==> config.mk <==
export PLATFORM = sky130hd
export DESIGN_NAME = xarm_seq
export DESIGN_NICKNAME = d
export VERILOG_FILES = /design/src/hist_mem.v /design/src/xarm_seq.v
export VERILOG_INCLUDE_DIRS = /design/src
export SDC_FILE = /design/constraint.sdc
export NUM_CORES = 1
export LEC_CHECK = 0
export ABC_AREA = 1
export BUFFER_PORTS_ARGS = -buffer_cell sky130_fd_sc_hd__buf_2
export CORE_MARGIN = 2
export CORE_UTILIZATION = 50
export DETAILED_ROUTE_END_ITERATION = 8
export GPL_TIMING_DRIVEN = 0
export HOLD_SLACK_MARGIN = 0.08
export MAX_ROUTING_LAYER = met4
export PLACE_DENSITY = 0.75
export SETUP_SLACK_MARGIN = 0.3
export SLEW_MARGIN = 5
export SYNTH_ARGS = -nofsm -noshare
export SYNTH_HDL_FRONTEND = slang
export SYNTH_SLANG_ARGS = --single-unit
==> constraint.sdc <==
create_clock -name CLK -period 3.32 [get_ports CLK]
set_clock_uncertainty 0.05 [all_clocks]
set_input_delay 0.332 -clock CLK [delete_from_list [all_inputs] [get_ports CLK]]
set_output_delay 0.332 -clock CLK [all_outputs]
set_load 0.02 [all_outputs]
==> src/xarm_map.vh <==
`ifndef XARM_MAP_VH
`define XARM_MAP_VH
// ==================================================
// register addresses
`define A_CTRL      4'h0
`define A_STRIG     4'h1
`define A_TPAT      4'h2
`define A_TCARE     4'h3
`define A_DELAY     4'h4
`define A_STATUS    4'h5
`define A_IRQ       4'h6
`define A_MASK      4'h7
`define A_HIST      4'h8
// ==================================================
// control fields
`define C_RUN       0
`define C_STOP      1
`define C_MSTIME    2
`define C_MODE_LO   3
`define C_MODE_HI   4
`define C_INTER     5
`define C_WIDE      6
`define C_SDC       7
`define C_ESEL_LO   8
`define C_ESEL_HI   10
// ==================================================
// status fields
`define S_SWAIT     0
`define S_TWAIT     1
`define S_SDONE     2
`define S_TDONE     3
`define S_SVALID    4
`define S_TVALID    5
`define S_ARM       6
`define S_ABORT     7
`define S_SBAD      8
`define S_TBAD      9
// ==================================================
// irq bits
`define I_TRIG      0
`define I_DONE      1
`define I_ABORT     2
`define IRQ_W       3
// ==================================================
// trace modes
`define M_SINGLE    2'h0
`define M_CONT      2'h1
`define M_COMPARE   2'h2
// ==================================================
// sizes
`define TIM_CH      8
`define HIST_N      8
`define POD_W       8
`define STATE_NARROW 27
`define STATE_WIDE  57
`define TRIG_LINE   16'h0000
`define POST_LEN    16'h0010
`define ZERO32      32'h00000000
`endif

==> src/hist_mem.v <==
`include "xarm_map.vh"
module hist_mem #(
  parameter W = 16,
  parameter N = 8,
  parameter AW = 3
) (
  // clock
  input  wire          clk,
  // write side
  input  wire          we,
  input  wire [AW-1:0] waddr,
  input  wire [W-1:0]  wdata,
  // read side
  input  wire [AW-1:0] raddr,
  output reg  [W-1:0]  rdata
);
  reg [W-1:0] mem [0:N-1];
  always @(posedge clk) begin
    if (we) begin
      mem[waddr] <= wdata;
    end
    rdata <= mem[raddr];
  end
endmodule // hist_mem

==> src/xarm_seq.v <==
// Notes on behaviour
// - at run start only the master engine searches, the slave search is held off.
// - the master trigger raises an arm level that alone lets the slave search.
// - an all-don't-care slave with zero delay stores one cycle after arming; a delayed master stores after its count.
// - results are shown valid once both engines have completed, or for a finished engine after a stop aborts.
// - a stop with one engine incomplete shows the finished one and flags the other invalid.
// - a master select chooses state or timing; timing master must trigger before state searches.
// - interactive mode gives 8 channels to timing and 27 or 57 to state.
// - interactive state input drops the low 8-bit pod and the multiplexed clock field loses 8 bits.
// - an unmet trigger shows waiting status; stop aborts and keeps the last eight samples.
// - timing trigger is a per-bit pattern match and a rising edge on the chosen channel.
// - the master starts storing in the same cycle it raises the arm level.
// - the state sample index is zero at the trigger, with later samples counted up from it.
// - both engines share one trace mode setting.
//
// The plain strobed port and the register offsets were chosen for this implementation.
`include "xarm_map.vh"
module xarm_seq #(
  parameter PROBES = 65,
  parameter DLY_W = 16
) (
  // clock and reset
  input  wire              CLK,
  input  wire              RST_N,
  // probe pins
  input  wire [PROBES-1:0] PROBE,
  input  wire [7:0]        MCLK_FIELD,
  // register port
  input  wire [3:0]        ADDR,
  input  wire [31:0]       WDATA,
  input  wire              WR,
  input  wire              RD,
  output reg  [31:0]       RDATA,
  // capture outputs
  output reg               STATE_STORE,
  output reg               TIMING_STORE,
  output reg  [15:0]       STATE_LINE,
  output reg  [56:0]       STATE_DATA,
  output reg  [7:0]        TIMING_DATA,
  output reg  [7:0]        MCLK_USED,
  output reg  [1:0]        TRACE_MODE,
  // interrupt
  output wire              IRQ
);
  // ==================================================
  // pin synchronisers
  reg [PROBES-1:0] p_meta;
  reg [PROBES-1:0] p_sync;
  reg [7:0]        c_meta;
  reg [7:0]        c_sync;
  always @(posedge CLK) begin
    p_meta <= PROBE;
    p_sync <= p_meta;
    c_meta <= MCLK_FIELD;
    c_sync <= c_meta;
  end
  // ==================================================
  // registers
  reg [10:0]      ctrl;
  reg [15:0]      strig;
  reg [7:0]       tpat;
  reg [7:0]       tcare;
  reg [DLY_W-1:0] delay;
  reg [`IRQ_W-1:0] irq_st;
  reg [`IRQ_W-1:0] irq_mask;
  reg [2:0]       hist_sel;
  wire ms_timing = ctrl[`C_MSTIME];
  wire inter     = ctrl[`C_INTER];
  wire [2:0] esel = ctrl[`C_ESEL_HI:`C_ESEL_LO];
  // ==================================================
  // channel split
  reg [56:0] s_in;
  reg [7:0]  t_in;
  integer i;
  always @* begin
    s_in = 57'h0;
    t_in = 8'h0;
    if (inter) begin
      t_in = p_sync[`TIM_CH-1:0];
      for (i = 0; i < `STATE_WIDE; i = i + 1) begin
        // low pod goes to timing; wide variant keeps 57 state bits
        if (ctrl[`C_WIDE] || i < `STATE_NARROW) begin
          s_in[i] = p_sync[i+`POD_W];
        end
      end
    end else begin
      for (i = 0; i < `STATE_WIDE; i = i + 1) begin
        s_in[i] = p_sync[i];
      end
    end
  end
  // ==================================================
  // trigger detection
  reg  [7:0] t_prev;
  wire pat_ok   = ((t_in ^ tpat) & tcare) == 8'h00;
  wire edge_ok  = t_in[esel] & ~t_prev[esel];
  wire t_hit    = pat_ok & edge_ok;
  wire s_hit    = s_in[15:0] == strig;
  // ==================================================
  // sequencer
  reg running;
  reg armed;
  reg m_found;
  reg m_store;
  reg s_done;
  reg t_done;
  reg s_trg;
  reg t_trg;
  reg aborted;
  reg s_bad;
  reg t_bad;
  reg [DLY_W-1:0] dcnt;
  reg [15:0] s_post;
  reg [15:0] t_post;
  wire m_hit   = ms_timing ? t_hit : s_hit;
  wire m_srch  = running & ~m_found;
  wire m_arm   = m_srch & m_hit;
  // a don't-care slave trigger is met as soon as it is armed
  wire sl_hit  = ctrl[`C_SDC] ? 1'b1 : (ms_timing ? s_hit : t_hit);
  wire sl_srch = running & armed;
  wire ctl_wr  = WR && ADDR == `A_CTRL;
  wire start   = ctl_wr && WDATA[`C_RUN];
  wire stop    = ctl_wr && WDATA[`C_STOP];
  wire dly_zero = (delay == {DLY_W{1'b0}});
  wire dly_end = m_found & ~m_store & (dcnt == delay);
  wire m_tp    = dly_end | (m_arm & dly_zero);
  wire both    = s_done & t_done;
  wire s_trig_now = ms_timing ? (sl_srch & ~s_trg & sl_hit) : m_tp;
  wire t_trig_now = ms_timing ? m_tp : (sl_srch & ~t_trg & sl_hit);
  always @(posedge CLK) begin
    if (!RST_N) begin
      running <= 1'b0;
      armed   <= 1'b0;
      m_found <= 1'b0;
      m_store <= 1'b0;
      s_done  <= 1'b0;
      t_done  <= 1'b0;
      s_trg   <= 1'b0;
      t_trg   <= 1'b0;
      aborted <= 1'b0;
      s_bad   <= 1'b0;
      t_bad   <= 1'b0;
      dcnt    <= {DLY_W{1'b0}};
      s_post  <= 16'h0000;
      t_post  <= 16'h0000;
      t_prev  <= 8'h00;
    end else begin
      t_prev <= t_in;
      if (start) begin
        running <= 1'b1;
        armed   <= 1'b0;
        m_found <= 1'b0;
        m_store <= 1'b0;
        s_done  <= 1'b0;
        t_done  <= 1'b0;
        s_trg   <= 1'b0;
        t_trg   <= 1'b0;
        aborted <= 1'b0;
        s_bad   <= 1'b0;
        t_bad   <= 1'b0;
        dcnt    <= {DLY_W{1'b0}};
      end else if (running) begin
        if (stop) begin
          running <= 1'b0;
          armed   <= 1'b0;
          aborted <= ~both;
          s_bad   <= ~s_done;
          t_bad   <= ~t_done;
        end else begin
          if (m_arm) begin
            m_found <= 1'b1;
            armed   <= 1'b1;
          end
          if (m_found & ~m_store) begin
            dcnt <= dcnt + 1'b1;
          end
          if (m_tp) begin
            m_store <= 1'b1;
          end
          if (s_trig_now) begin
            s_trg  <= 1'b1;
            s_post <= 16'h0000;
          end else if (s_trg & ~s_done) begin
            s_post <= s_post + 16'h0001;
            if (s_post == `POST_LEN) begin
              s_done <= 1'b1;
            end
          end
          if (t_trig_now) begin
            t_trg  <= 1'b1;
            t_post <= 16'h0000;
          end else if (t_trg & ~t_done) begin
            t_post <= t_post + 16'h0001;
            if (t_post == `POST_LEN) begin
              t_done <= 1'b1;
            end
          end
          if (both) begin
            // continuous mode restarts and drops arm; other modes drop arm and end the run
            if (TRACE_MODE == `M_CONT) begin
              armed   <= 1'b0;
              m_found <= 1'b0;
              m_store <= 1'b0;
              s_done  <= 1'b0;
              t_done  <= 1'b0;
              s_trg   <= 1'b0;
              t_trg   <= 1'b0;
              dcnt    <= {DLY_W{1'b0}};
            end else begin
              running <= 1'b0;
              armed   <= 1'b0;
            end
          end
        end
      end
    end
  end
  // ==================================================
  // capture outputs
  // master stores in the arm cycle, even if tracepoint is delayed
  wire s_store_now = s_trig_now | (s_trg & ~s_done) | (~ms_timing & m_arm);
  wire t_store_now = t_trig_now | (t_trg & ~t_done) | (ms_timing & m_arm);
  always @(posedge CLK) begin
    if (!RST_N) begin
      STATE_STORE  <= 1'b0;
      TIMING_STORE <= 1'b0;
      STATE_LINE   <= 16'h0000;
      STATE_DATA   <= 57'h0;
      TIMING_DATA  <= 8'h00;
      MCLK_USED    <= 8'h00;
      TRACE_MODE   <= `M_SINGLE;
    end else begin
      TRACE_MODE   <= ctrl[`C_MODE_HI:`C_MODE_LO];
      STATE_STORE  <= running & s_store_now;
      TIMING_STORE <= running & t_store_now;
      STATE_DATA   <= s_in;
      TIMING_DATA  <= t_in;
      MCLK_USED    <= inter ? 8'h00 : c_sync;
      if (s_trig_now) begin
        STATE_LINE <= `TRIG_LINE;
      end else if (running) begin
        STATE_LINE <= STATE_LINE + 16'h0001;
      end
    end
  end
  // ==================================================
  // last-eight history, written while running
  reg  [2:0]  h_wp;
  wire [15:0] h_rd;
  wire [2:0]  h_ra = h_wp + hist_sel;
  always @(posedge CLK) begin
    if (!RST_N) begin
      h_wp <= 3'h0;
    end else if (running) begin
      h_wp <= h_wp + 3'h1;
    end
  end
  hist_mem #(
    .W  (16),
    .N  (`HIST_N),
    .AW (3)
  ) u_hist (
    .clk   (CLK),
    .we    (running),
    .waddr (h_wp),
    .wdata (s_in[15:0]),
    .raddr (h_ra),
    .rdata (h_rd)
  );
  // ==================================================
  // status and interrupts
  wire s_wait  = running & ~s_trg;
  // a slave still held off also waits, its trigger is unmet
  wire t_wait  = running & ~t_trg;
  wire s_valid = both | (aborted & s_done);
  wire t_valid = both | (aborted & t_done);
  wire [`IRQ_W-1:0] ev;
  assign ev[`I_TRIG]  = running & m_srch & m_hit;
  assign ev[`I_DONE]  = running & both;
  assign ev[`I_ABORT] = running & stop;
  assign IRQ = |(irq_st & irq_mask);
  wire [31:0] status = {
    22'h0,
    t_bad,
    s_bad,
    aborted,
    armed,
    t_valid,
    s_valid,
    t_done,
    s_done,
    t_wait,
    s_wait
  };
  always @(posedge CLK) begin
    if (!RST_N) begin
      ctrl     <= 11'h000;
      strig    <= 16'h0000;
      tpat     <= 8'h00;
      tcare    <= 8'h00;
      delay    <= {DLY_W{1'b0}};
      irq_mask <= {`IRQ_W{1'b0}};
      irq_st   <= {`IRQ_W{1'b0}};
      hist_sel <= 3'h0;
      RDATA    <= `ZERO32;
    end else begin
      if (WR) begin
        case (ADDR)
          `A_CTRL:  ctrl     <= {WDATA[10:2], 2'b00};
          `A_STRIG: strig    <= WDATA[15:0];
          `A_TPAT:  tpat     <= WDATA[7:0];
          `A_TCARE: tcare    <= WDATA[7:0];
          `A_DELAY: delay    <= WDATA[DLY_W-1:0];
          `A_MASK:  irq_mask <= WDATA[`IRQ_W-1:0];
          `A_HIST:  hist_sel <= WDATA[2:0];
          default:  ;
        endcase
      end
      // set wins over the read clear
      if (RD && ADDR == `A_IRQ) begin
        irq_st <= ev;
      end else begin
        irq_st <= irq_st | ev;
      end
      RDATA  <= `ZERO32;
      if (RD) begin
        case (ADDR)
          `A_CTRL:   RDATA <= {21'h0, ctrl};
          `A_STRIG:  RDATA <= {16'h0, strig};
          `A_TPAT:   RDATA <= {24'h0, tpat};
          `A_TCARE:  RDATA <= {24'h0, tcare};
          `A_DELAY:  RDATA <= {{(32-DLY_W){1'b0}}, delay};
          `A_STATUS: RDATA <= status;
          `A_IRQ:    RDATA <= {29'h0, irq_st};
          `A_MASK:   RDATA <= {29'h0, irq_mask};
          `A_HIST:   RDATA <= {16'h0, h_rd};
          default:   RDATA <= `ZERO32;
        endcase
      end
    end
  end
endmodule // xarm_seq

# ---- Yosys cells after proc, flatten, opt, wreduce, memory -nomap -nowiden
# Memories as Yosys holds them, arrays and structs flattened. A register that Yosys moved wholly into a read port is not among the register bits.
# Cells that the tools add are included.
dict set report totals {
  reg_bits 399
  mem_bits_rw 128
  in_bits 113
  output_inout_bits 126
  mem_count 1
}
# memory depth width read_ports rd_ports_with_merged_regs write_ports line_no
set mem_list {}
lappend mem_list {u_hist.mem 8 16 1 1 1 hist_mem.v:17} ;# reg [W-1:0] mem [0:N-1];
dict set report op_classes {
  n_addsub 6
  magnitude_cmp 1
  n_eq_ne 13
  muxes 82
  bitwise_logic 50
  reduce_logical 27
}
# op count
set ops {}
lappend ops {{$pmux 16 s9} 1}
lappend ops {{$mux 16} 7}
lappend ops {{$mux 1} 69}
lappend ops {{$add 16x1->16 const B} 4}
lappend ops {{$mux 57} 1}
lappend ops {{$eq 16x16->1} 2}
lappend ops {{$eq 16x5->1 const B} 2}
lappend ops {{$and 1x1->1} 27}
lappend ops {{$reduce_and 2->1} 11}
lappend ops {{$eq 4x3->1 const B} 4}
lappend ops {{$logic_not 16->1} 1}
lappend ops {{$not 1->1} 12}
lappend ops {{$and 8x8->8} 1}
lappend ops {{$eq 4x2->1 const B} 2}
lappend ops {{$logic_not 8->1} 1}
lappend ops {{$mux 8} 1}
lappend ops {{$reduce_and 4->1} 2}
lappend ops {{$xor 8x8->8} 1}
lappend ops {{$or 1x1->1} 7}
lappend ops {{$bmux 1 s3} 2}
lappend ops {{$reduce_or 2->1} 3}
lappend ops {{$eq 4x1->1 const B} 1}
lappend ops {{$eq 4x4->1 const B} 1}
lappend ops {{$logic_and 1x1->1} 4}
lappend ops {{11 further kinds} 12}

# ---- Longest topological paths before layout
# Gate-level depths: netlist (run 1).
dict set report logic_depth {
  word_depth 13
  depth_mapped 22
  mapped_depth_nobuf 19
}

# ---- Cells and area by module
# From an unflattened synthesis (run 1), not the netlist that was laid out.
dict set report hier_totals {
  cells_unflattened 2285
  hier_area_um2 19982.9
}
# mod n_inst cells_each area_each_um2 seq_area_each_um2
set modules_own_cells {}
lappend modules_own_cells {xarm_seq 1 1698 13993.4 7667.4}
lappend modules_own_cells {hist_mem 1 587 5989.5 4164.0}

# ---- Worst setup path after synthesis (run 1)
# OpenSTA, ideal clock, no wires.
dict set report synth_timing {
  path_kind {register to register}
  start {register ctrl[5]}
  end {register s_post[9]}
  arrival_time_ps 1912
  t_required_ps 3138
  setup_slack_ps 1226
  path_stages_with_launch 21
  period_less_slack_ps 2094
  cell_sequence {dfxtp_1 > buf_6 > inv_4 > buf_6 > nand2_2 > nand2_2 > nand2_1 > nand2_1 > nor2_1 > nand2_1 > nor2_1 > nand2_1 > nand2_2 > nand4_2 > nand3_1 > nand2_1 > nand2_1 > nand2_2 > buf_6 > nand2_1 > a21oi_1}
}
dict set report synth_via {
  elab_cells_between_ends 21
  cone_classes {1 x eq/ne; 9 x mux; 8 x bitwise; 3 x reduce/logical}
}
# item line_no
set synth_lines {}
lappend synth_lines {{start: declaration} xarm_seq.v:59} ;# reg [10:0] ctrl;
lappend synth_lines {{start signal: assignment} xarm_seq.v:309} ;# `A_CTRL: ctrl <= {WDATA[10:2], 2'b00};
lappend synth_lines {{$mux 57 *} xarm_seq.v:78} ;# if (inter) begin
lappend synth_lines {{via s_in[10]} xarm_seq.v:72} ;# reg [56:0] s_in;
lappend synth_lines {{$eq 16x16->1 *} xarm_seq.v:98} ;# wire s_hit = s_in[15:0] == strig;
lappend synth_lines {{$mux 1} xarm_seq.v:115} ;# wire m_hit = ms_timing ? t_hit : s_hit;
lappend synth_lines {{$and 1x1->1} xarm_seq.v:117} ;# wire m_arm = m_srch & m_hit;
lappend synth_lines {{$and 1x1->1} xarm_seq.v:126} ;# wire m_tp = dly_end | (m_arm & dly_zero);
lappend synth_lines {{$or 1x1->1} xarm_seq.v:126}
lappend synth_lines {{$mux 1 *} xarm_seq.v:128} ;# wire s_trig_now = ms_timing ? (sl_srch & ~s_trg & sl_hit) : m_tp;
lappend synth_lines {{$reduce_bool 2->1 (no source line)} -}
lappend synth_lines {{$reduce_and 4->1 (no source line)} -}
lappend synth_lines {{end signal: assignment} xarm_seq.v:184} ;# s_post <= s_post + 16'h0001;
lappend synth_lines {{end: declaration} xarm_seq.v:113} ;# reg [15:0] s_post;
# Mark *: on every way through the listed nets, which the timed path passes. The rest lies on a longest branch. The select of a mux whose other input is x is not followed.
# A chain may end at the register's enable or synchronous reset.

# ---- Worst setup path after layout (run 1)
dict set report layout_timing {
  start {register h_wp[0]}
  end {register u_hist.rdata[7], read port of u_hist.mem}
}
dict set report layout_via {
  elab_chain_len 1
}
# item line_no
set layout_lines {}
lappend layout_lines {{start: declaration} xarm_seq.v:248} ;# reg [2:0] h_wp;
lappend layout_lines {{start signal: assignment} xarm_seq.v:255} ;# h_wp <= h_wp + 3'h1;
lappend layout_lines {{$add 3x3->3} xarm_seq.v:250} ;# wire [2:0] h_ra = h_wp + hist_sel;
lappend layout_lines {{end: declaration} hist_mem.v:15} ;# output reg [W-1:0] rdata
# Every way passes these cells.

==> flow_summary.json, run 1 <==
{
  "status": "finished clean",
  "crit_slowest_cell": "buf_1",
  "syn_to_final_growth_pct": 23.97,
  "ys_warn_count": 0,
  "finalHoldViolations": 0,
  "r2r_cells": 7,
  "io_pins": 239,
  "grt_first_pass_wirelength_mm": 90.33,
  "power_density_nw_per_um2": 579.8,
  "rows": 72,
  "clk_pin_slew_ns": 0.06,
  "cp-start-kind": "flop",
  "syn_area_um2": 19420,
  "period_needed_ns": 2.794,
  "critPathCaptureType": "flop",
  "setup.worst_path.class": "reg -> reg",
  "fin_area_um2": 24080,
  "nNetsFinal": 2588,
  "yosysSeqAreaShare_pct": 60.91,
  "numCtsBuffers": 52,
  "initial_core_util_pct": 50.50,
  "clock_latency_ns": 0.63,
  "clockBufferDepth": 3,
  "cts-root-buf": "clkbuf_16",
  "drv_slew": 0,
  "rr_startpoint": "h_wp[0]",
  "drtIter0Drc": 1478,
  "wl_per_cell_um": 19.47,
  "cpPeakStageDelay_ns": 0.78,
  "avgSynthCellArea_um2": 9.276,
  "relSlewSlack_pct": 35.34,
  "crit_arrival_ns": 3.23,
  "cap_violations": 0,
  "avgViaCountPerCell": 5.386,
  "finalPower_mw": 13.96,
  "irDropWorstVdd_mv": 0.6119,
  "setup_viol": 0,
  "drc": 0,
  "regArea_um2": 11830,
  "cpLargestDelayFamily": "buffers and inverters",
  "critPathBufInv": 2,
  "worst-path-stages": 7,
  "post_cts_buffers": 0,
  "coreArea_um2": 38470,
  "cp-startpoint": "h_wp[0]",
  "grt_pass1_vias": 16286,
  "cts-htree-levels": 2,
  "worstPathMaxFanout": 10,
  "io_buffer_count": 206,
  "fill_cells": 3088,
  "die_y_um": 201.1,
  "antenna_found_initial": 2,
  "synthArstFlopShare_pct": 0,
  "drive_gt1_share_pct": 15.35,
  "rrSetupSlack_ns": 0.53,
  "hold_path_class": "in -> reg",
  "dpl-instance-area_um2": 21300,
  "layout_common_cells": "399 x dfxtp_1, 324 x nand2_1, 255 x inv_1",
  "setup_tns_ns": 0,
  "mostFrequentLayoutCell": "dfxtp_1",
  "syn_inst": 2094,
  "dp_hpwl_mm": 40.32,
  "path_cells": "ha_1 > buf_1 > buf_1 > mux2i_1 > o21ai_0 > nor2_1 > a31oi_1",
  "synth_edf_count": 128,
  "grt_max_degree": 17,
  "antenna_left": 0,
  "worst_pin_slew_ns": 0.9699,
  "cpMostUsedCell": "buf_1",
  "first_pass_iters": 7,
  "totalWireLength_mm": 58.95,
  "synth-main-ff-cell": "dfxtp_1",
  "clock_sinks": 527,
  "fmax_mhz": 357.9,
  "synth_seq_cells": 527,
  "min_period_over_period_pct": 84.17,
  "r2r-end": "u_hist.rdata[7]",
  "overflow": 0,
  "cts.repair.resized": 0,
  "rsz0062_at_grt": "no",
  "vias": 16302,
  "cts_hold_buf": 89,
  "cts_tree": "yes",
  "die_width_um": 201.1,
  "routabilityCongestion": 0.9982,
  "multi_input_area_um2": 6180,
  "required_ns": 3.75,
  "synth_cell_types": 44,
  "dieArea_um2": 40440,
  "grt_usage_pct": 29.66,
  "leakagePower_nw": 10.06,
  "crit_end": "u_hist.rdata[7]"
}
## cell usage after synthesis (16+ instances only)
master | count | area share (%)
dfxtp_1 | 399 | 41
nand2_1 | 324 | 6.3
inv_1 | 255 | 4.9
a21oi_1 | 195 | 5.0
nor2_1 | 174 | 3.4
o21ai_0 | 140 | 3.6
edfxtp_1 | 128 | 20
nand3_1 | 89 | 2.3
clkbuf_1 | 62 | 1.2
nand4_1 | 58 | 1.9
xor2_1 | 35 | 1.6
nand2_2 | 25 | 0.81
buf_4 | 20 | 0.77
o22ai_1 | 19 | 0.61
a31oi_1 | 18 | 0.58
xnor2_1 | 18 | 0.81
o211ai_1 | 17 | 0.66
mux2i_1 | 16 | 0.82
nor3_1 | 16 | 0.41
## worst register-to-register path, cell delays in order (launching register included)
cell	delay, ns
dfxtp_1	0.36
ha_1	0.34
buf_1	0.41
buf_1	0.78
mux2i_1	0.17
o21ai_0	0.26
nor2_1	0.07
a31oi_1	0.24
## per-stage QoR
stage                     worst slack, ns  std cells  utilization (%)  hold WS (ns)
after global placement             0.4053       2833            55.01        0.2603
after global routing               0.3294       3027            62.60        0.1190
final                              0.5256       3027            62.60        0.1017
after CTS                          0.5622       3026            62.59       0.08246
after floorplan                     1.226       2109                -        0.2596
after detailed placement           0.5821       2841            55.37        0.2621
## state kept, by name (all words and copies together) (netlist names), 57 cells and up
name and flops:
u_hist.mem 128, p_meta 65, STATE_DATA 57, p_sync 65
## per-layer routing
layer | vias to the layer above | part of all wire [%] | track usage, % | wire length (µm)
met5 | - | 0 | - | 0
met4 | 0 | 5.0 | 14.47 | 2936
met3 | 183 | 8.7 | 5.053 | 5130
met2 | 828 | 47 | 48.65 | 27820
met1 | 7635 | 39 | 35.56 | 23060
li1 | 7656 | - | - | -
## worst min path at each step
stage,from,to,slack (ns),cells past startpoint
floorplan,c_meta[0],c_sync[0],0.26,0
global route,WDATA[7],ctrl[7],0.12,3
finish,WR,running,0.10,5
CTS,WDATA[7],ctrl[7],0.08,3
global placement,c_meta[5],c_sync[5],0.26,0
detailed placement,c_meta[0],c_sync[0],0.26,0
## cell type report
| class | instances | area share [%] |
|---|---|---|
| plain buffers | 103 | 2.156 |
| well taps | 518 | 2.691 |
| diodes | 1 | 0.01039 |
| flip-flops and latches | 527 | 49.13 |
| multi-input cells | 1221 | 25.66 |
| repair buffers | 303 | 8.480 |
| clock buffers | 68 | 6.095 |
| clock inverters | 28 | 1.741 |
| inverters | 258 | 4.032 |
## logic make-up after synthesis
logic type,synth area share [%]
multiplexers,0.8245
XOR/XNOR,2.390
other,0.01931
AO/OA/AOI/OAI,11.65
AND/OR/NAND/NOR,15.92
buffers and inverters,7.672
adder cells (fa/ha/maj),0.6184
flip-flops,60.91
## power by group
part           switching (mW)  internal [mW]  total, mW
clock network            2.60           3.77       6.38
logic                   0.488          0.263      0.751
registers              0.0858           6.75       6.83
No activity file was read; power rests on OpenSTA's default activity.
==> inputs of run 2 (changes only) <==
--- a/config.mk
+++ b/config.mk
@@ -6,7 +6,7 @@
 export SDC_FILE = /design/constraint.sdc
 export NUM_CORES = 1
 export LEC_CHECK = 0
-export ABC_AREA = 1
+export ABC_AREA = 0
 export BUFFER_PORTS_ARGS = -buffer_cell sky130_fd_sc_hd__buf_2
 export CORE_MARGIN = 2
 export CORE_UTILIZATION = 50
==> constraint.sdc (replaced) <==
create_clock -name CLK -period 2.9 [get_ports CLK]
set_clock_uncertainty 0.05 [all_clocks]
set_input_delay 0.29 -clock CLK [delete_from_list [all_inputs] [get_ports CLK]]
set_output_delay 0.29 -clock CLK [all_outputs]
set_load 0.02 [all_outputs]
==> run 2 against run 1 <==
Effect of this change:
- via count decreased by 12%
- design area increased by 1.5%
- final cell count decreased by 15%
- sequential share of layout area decreased by 0.71 points
- combinational power increased by 9.9%
- critical endpoint is now s_post[7]
- die area decreased by 3.0%
==> flow_summary.json, run 2 <==
{
  "status": "finished clean",
  "synth_top_area_cell": "dfxtp_1",
  "finalHoldViolations": 0,
  "ys_warn_count": 0,
  "vias": 14270,
  "antenna_found_initial": 0,
  "drtIter0Drc": 1639,
  "seq_power_share_pct": 49.4,
  "clk_pin_slew_ns": 0.06,
  "regMostFlops": "u_hist.mem",
  "min_from": "RD",
  "synth_cell_types": 68,
  "finalPower_mw": 15.80,
  "route.met2.wl_mm": 25.98,
  "mostFrequentLayoutCell": "dfxtp_1",
  "cts-htree-levels": 2,
  "pwr-share-comb_pct": 5.2,
  "routabilityCongestion": 0.9446,
  "cpPeakStageDelay_ns": 0.33,
  "setup_viol": 0,
  "clockPowerShare_pct": 45.3,
  "cp-start-kind": "flop",
  "critPathCaptureType": "flop",
  "drc": 0,
  "fmax_mhz": 363.8,
  "period_needed_ns": 2.749,
  "synth_seq_cells": 527,
  "hold_path_class": "in -> reg",
  "crit_slowest_cell": "dfxtp_2",
  "antenna_left": 0,
  "syn_area_um2": 18830,
  "p_sw_share_pct": 22.26,
  "critPathBufInv": 6,
  "p_int_mw": 12.28,
  "irDropWorstVdd_mv": 0.7389,
  "synth-main-ff-cell": "dfxtp_1",
  "initial_core_util_pct": 50.36,
  "grt_pass1_vias": 13884,
  "clockBufferDepth": 3,
  "reg_top3": "u_hist.mem: 128 flops, p_meta: 65 flops, p_sync: 65 flops",
  "dieArea_um2": 39230,
  "relSlewSlack_pct": 40.48,
  "first_pass_iters": 6,
  "p_switching_mw": 3.517,
  "leakagePower_nw": 9.676,
  "worstPathMaxFanout": 5,
  "clock_sinks": 527,
  "rsz0062_at_grt": "yes",
  "r2r_cells": 13,
  "wl_met1_mm": 21.24,
  "drive_gt1_share_pct": 25.08,
  "drv_slew": 0,
  "n_antenna_cell": 0,
  "overflow": 0,
  "cap_violations": 0,
  "synthArstFlopShare_pct": 0,
  "wl_met3_mm": 4.372,
  "synth_common_cells": "399 x dfxtp_1, 164 x nand2_1, 153 x nor2_1",
  "highest-signal-layer": "met4",
  "largest_reg_flops": 128,
  "cpLargestDelayFamily": "buffers and inverters",
  "coreArea_um2": 37400,
  "setup.worst_path.class": "reg -> reg",
  "required_ns": 3.38,
  "rrSetupSlack_ns": 0.15,
  "r2r-end": "s_post[7]",
  "fin_util_pct": 65.37,
  "grt_usage_pct": 27.74,
  "totalWireLength_mm": 53.81,
  "netlist.area_leader.share_pct": 42.41,
  "numCtsBuffers": 52,
  "rr_startpoint": "ctrl[5]",
  "io_pins": 239,
  "avgViaCountPerCell": 5.531,
  "rows": 71,
  "min_path_cells": 4,
  "nNetsFinal": 2149,
  "yosysSeqAreaShare_pct": 62.82,
  "worst_pin_slew_ns": 0.8927,
  "die_width_um": 198.1,
  "avgSynthCellArea_um2": 11.63,
  "grt_first_pass_wirelength_mm": 80.02,
  "die_y_um": 198.1,
  "cts-root-buf": "clkbuf_16",
  "synth_edf_count": 128,
  "cts_tree": "yes",
  "min_period_over_period_pct": 94.80,
  "power_density_nw_per_um2": 646.2,
  "synth_area_leaders": "dfxtp_1 42%, edfxtp_1 20%, mux4_2 3.9%, mux2i_1 3.6%, nand2_1 3.3%",
  "place_ws_ns": -0.5356,
  "syn_to_final_growth_pct": 29.82,
  "io_buffer_count": 200,
  "grt_max_degree": 17,
  "holdPathEnd": "irq_st[2]",
  "synth.most_common_cell": "dfxtp_1",
  "final.setup.worst_slack_ns": 0.1509,
  "crit_arrival_ns": 3.23,
  "path_cells": "buf_8 > buf_12 > buf_12 > mux2i_4 > xor2_2 > nand4_1 > nor4_4 > buf_6 > buf_6 > nor3_4 > buf_4 > nor4_2 > o21a_1",
  "wl_per_cell_um": 20.86,
  "dp_hpwl_mm": 34.58,
  "clock_latency_ns": 0.63,
  "syn_inst": 1619,
  "layout_common_cells": "394 x dfxtp_1, 205 x buf_2, 156 x nand2_1"
}
## run 2: worst reg2reg max path, delay by kind of cell, from the launching register on
family | cells | cell delay [ns]
buf+inv | 6 | 0.84
simple gates | 4 | 0.83
flops | 1 | 0.33
mux | 1 | 0.24
xor+xnor | 1 | 0.18
compound gates | 1 | 0.17
## run 2: layer usage
layer | up-vias | global-route usage [%]
li1 | 6473 | -
met1 | 6948 | 34.66
met2 | 693 | 44.72
met3 | 156 | 4.650
met4 | 0 | 12.03
met5 | - | -
## run 2: cell families after synthesis
group	count (synthesis)	share of synthesized area, %
fa+ha+maj	9	0.6378
mux	123	8.876
compound gates	207	6.803
flops	527	62.82
buf+inv	124	3.029
xor+xnor	69	3.209
simple gates	559	14.60
other cells	1	0.01991
## run 2: what timing repair did
action,in CTS,in global routing
gates cloned,2,2
gates resized for setup,93,67
pin swaps,9,21
hold buffers,89,0
hold endpoints to repair,126,0
buffers inserted,25,11
endpoints found under the setup margin,80,78
## run 2: worst max path at each step
stage | start | slack (ns) | endpoint | cells past startpoint
global placement | running | -1.17 | u_hist.mem[4][8] | 3
floorplan | running | 0.39 | u_hist.mem[4][0] | 3
finish | ctrl[5] | 0.15 | s_post[7] | 13
CTS | delay[10] | 0.11 | t_post[14] | 8
detailed placement | ctrl[5] | -0.54 | s_post[14] | 11
global route | ctrl[5] | 0.07 | s_post[10] | 13
## run 2: through the flow
stage	cells	setup TNS (ns)	hold slack, ns	area, µm²
floorplan	1634	0	0.2596	18890
global placement	2345	-54.03	0.2601	20530
detailed placement	2355	-18.13	0.2621	20680
CTS	2567	0	0.09947	24060
global route	2580	0	0.1378	24450
finish	2580	0	0.1262	24450
## run 2: power groups by stage
| stage | registers (mW) | clock network (mW) | logic, mW |
|---|---|---|---|
| finish | 7.81 | 7.16 | 0.825 |
| global route | 7.82 | 7.49 | 0.872 |
| CTS | 7.80 | 7.17 | 0.767 |
| detailed placement | 7.95 | 0 | 0.628 |
| global placement | 7.94 | 0 | 0.618 |
| floorplan | 7.98 | 0 | 0.314 |
## run 2: cell type report
| cell class | count | area [µm²] |
|---|---|---|
| buffer | 93 | 566.8 |
| clock buffer | 75 | 1489 |
| clock inverter | 21 | 352.8 |
| fill | 2648 | 12950 |
| inverter | 31 | 116.4 |
| multi-input combinational | 983 | 7022 |
| sequential | 527 | 11840 |
| tap | 511 | 639.4 |
| timing repair buffer | 339 | 2425 |
==> inputs of run 3 (changes only) <==
--- a/config.mk
+++ b/config.mk
@@ -7,14 +7,14 @@
 export NUM_CORES = 1
 export LEC_CHECK = 0
 export ABC_AREA = 0
-export BUFFER_PORTS_ARGS = -buffer_cell sky130_fd_sc_hd__buf_2
 export CORE_MARGIN = 2
 export CORE_UTILIZATION = 50
 export DETAILED_ROUTE_END_ITERATION = 8
+export DONT_BUFFER_PORTS = 1
 export GPL_TIMING_DRIVEN = 0
 export HOLD_SLACK_MARGIN = 0.08
 export MAX_ROUTING_LAYER = met4
-export PLACE_DENSITY = 0.75
+export PLACE_DENSITY = 0.7
 export SETUP_SLACK_MARGIN = 0.3
 export SLEW_MARGIN = 5
 export SYNTH_ARGS = -nofsm -noshare
==> run 3 against run 2 <==
Effect of this change:
- die area unchanged
- clock-buffer cell count down 4
- global-route usage down 1.2 points
- sequential cell count unchanged
- highest routed layer unchanged
==> flow_summary.json, run 3 (same netlist as run 2, synthesis figures left out) <==
{
  "overflow": 0,
  "clock_sinks": 527,
  "drv_slew": 0,
  "hold_path_class": "in -> reg",
  "setup_viol": 0,
  "largest_reg_flops": 128,
  "r2r_cells": 8,
  "power_density_nw_per_um2": 671.7,
  "wl_per_cell_um": 21.26,
  "antenna_found_initial": 8,
  "clock_latency_ns": 0.62,
  "cts_tree": "yes",
  "layout_common_cells": "392 x dfxtp_1, 159 x nand2_1, 144 x nor2_1",
  "mostFrequentLayoutCell": "dfxtp_1",
  "worstPathMaxFanout": 5,
  "finalPower_mw": 15.70,
  "place_ws_ns": -0.6035,
  "dieArea_um2": 39230,
  "regMostFlops": "u_hist.mem",
  "cts-root-buf": "clkbuf_16",
  "relSlewSlack_pct": 28.19,
  "numCtsBuffers": 53,
  "grt_usage_pct": 26.50,
  "avgViaCountPerCell": 5.563,
  "rsz0062_at_grt": "yes",
  "dpl-instance-area_um2": 19690,
  "holdPathEnd": "hist_sel[0]",
  "min_from": "WR",
  "cts-htree-levels": 2,
  "nNetsFinal": 1948,
  "grt_first_pass_wirelength_mm": 75.69,
  "worst_pin_slew_ns": 1.077,
  "status": "finished clean",
  "crit_arrival_ns": 3.23,
  "fin_util_pct": 62.52,
  "finalHoldViolations": 0,
  "cp-startpoint": "delay[8]",
  "rr_startpoint": "delay[8]",
  "reg_top3": "u_hist.mem: 128 flops, p_meta: 65 flops, p_sync: 65 flops",
  "regArea_um2": 11840,
  "die_width_um": 198.1,
  "io_pins": 239,
  "critPathCaptureType": "flop",
  "multi_input_area_um2": 6932,
  "rrSetupSlack_ns": 0.17,
  "required_ns": 3.40,
  "drive_gt1_share_pct": 16.47,
  "dp_hpwl_mm": 34.17,
  "holdWs_ns": 0.1331,
  "fill_cells": 2811,
  "r2r-end": "s_post[10]",
  "vias": 13291,
  "die_y_um": 198.1,
  "clockBufferDepth": 3,
  "fin_area_um2": 23380,
  "min_period_over_period_pct": 94.14,
  "io_buffer_count": 0,
  "antenna_left": 0,
  "first_pass_iters": 7,
  "syn_to_final_growth_pct": 24.15,
  "rows": 71,
  "irDropWorstVdd_mv": 0.6453,
  "period_needed_ns": 2.730,
  "routabilityCongestion": 0.9454,
  "grt_max_degree": 17,
  "setup.worst_path.class": "reg -> reg",
  "drc": 0,
  "cap_violations": 0,
  "drtIter0Drc": 1199,
  "coreArea_um2": 37400,
  "grt_pass1_vias": 12982,
  "cp-start-kind": "flop",
  "fmax_mhz": 366.3,
  "leakagePower_nw": 8.726,
  "final.setup.worst_slack_ns": 0.1700,
  "min_path_cells": 4,
  "clk_pin_slew_ns": 0.06,
  "initial_core_util_pct": 50.36,
  "totalWireLength_mm": 50.79
}
## run 3: area by class of cell
type,instances,area share [%]
sequential,527,50.64
multi-input combinational,983,29.65
clock buffer,71,6.438
timing repair buffer,137,6.010
tap,511,2.735
buffer,93,2.376
clock inverter,28,1.573
inverter,31,0.4977
antenna,8,0.08562
## run 3: worst max-delay path by stage
stage | end | slack [ns] | cells past startpoint
floorplan | u_hist.mem[4][0] | 0.39 | 3
detailed placement | s_post[12] | -0.60 | 11
global route | s_post[5] | 0.05 | 7
global placement | u_hist.mem[4][8] | -1.30 | 3
CTS | s_post[15] | 0.24 | 11
finish | s_post[10] | 0.17 | 8
## run 3: stage by stage
stage	std cells	TNS [ns]
floorplan	1634	0
global placement	2145	-63.52
detailed placement	2154	-20.61
CTS	2369	0
global route	2388	0
finish	2389	0
## run 3: worst max-delay path: stages, from the launching register on
cell and delay, ns:
dfxtp_1 0.47, xnor2_1 0.15, nand4_1 0.19, or4_1 0.55
o21ai_0 0.44, o31ai_4 0.17, buf_4 0.22, a211oi_4 0.22
mux2i_1 0.20
## run 3: power breakdown
group	switching, mW	leakage, nW	internal (mW)	total (mW)
clock network	2.97	0.907	4.22	7.19
logic	0.353	3.37	0.274	0.627
registers	0.182	4.45	7.70	7.89
## run 3: per-layer routing
layer  part of all wire [%]  up-vias  GRT usage [%]
li1                       -     6087              -
met1                     40     6473          33.03
met2                     47      610          40.94
met3                    9.1      121          6.609
met4                    3.5        0          11.97
met5                      0        -              -
## run 3: timing repair
action / in CTS / in global routing
setup endpoints to repair: 86 / 70
endpoints found under the hold margin: 136 / 0
hold buffers: 91 / 0
pin swaps: 11 / 11
cloned: 2 / 3
setup buffers: 23 / 9
gates resized for setup: 78 / 45
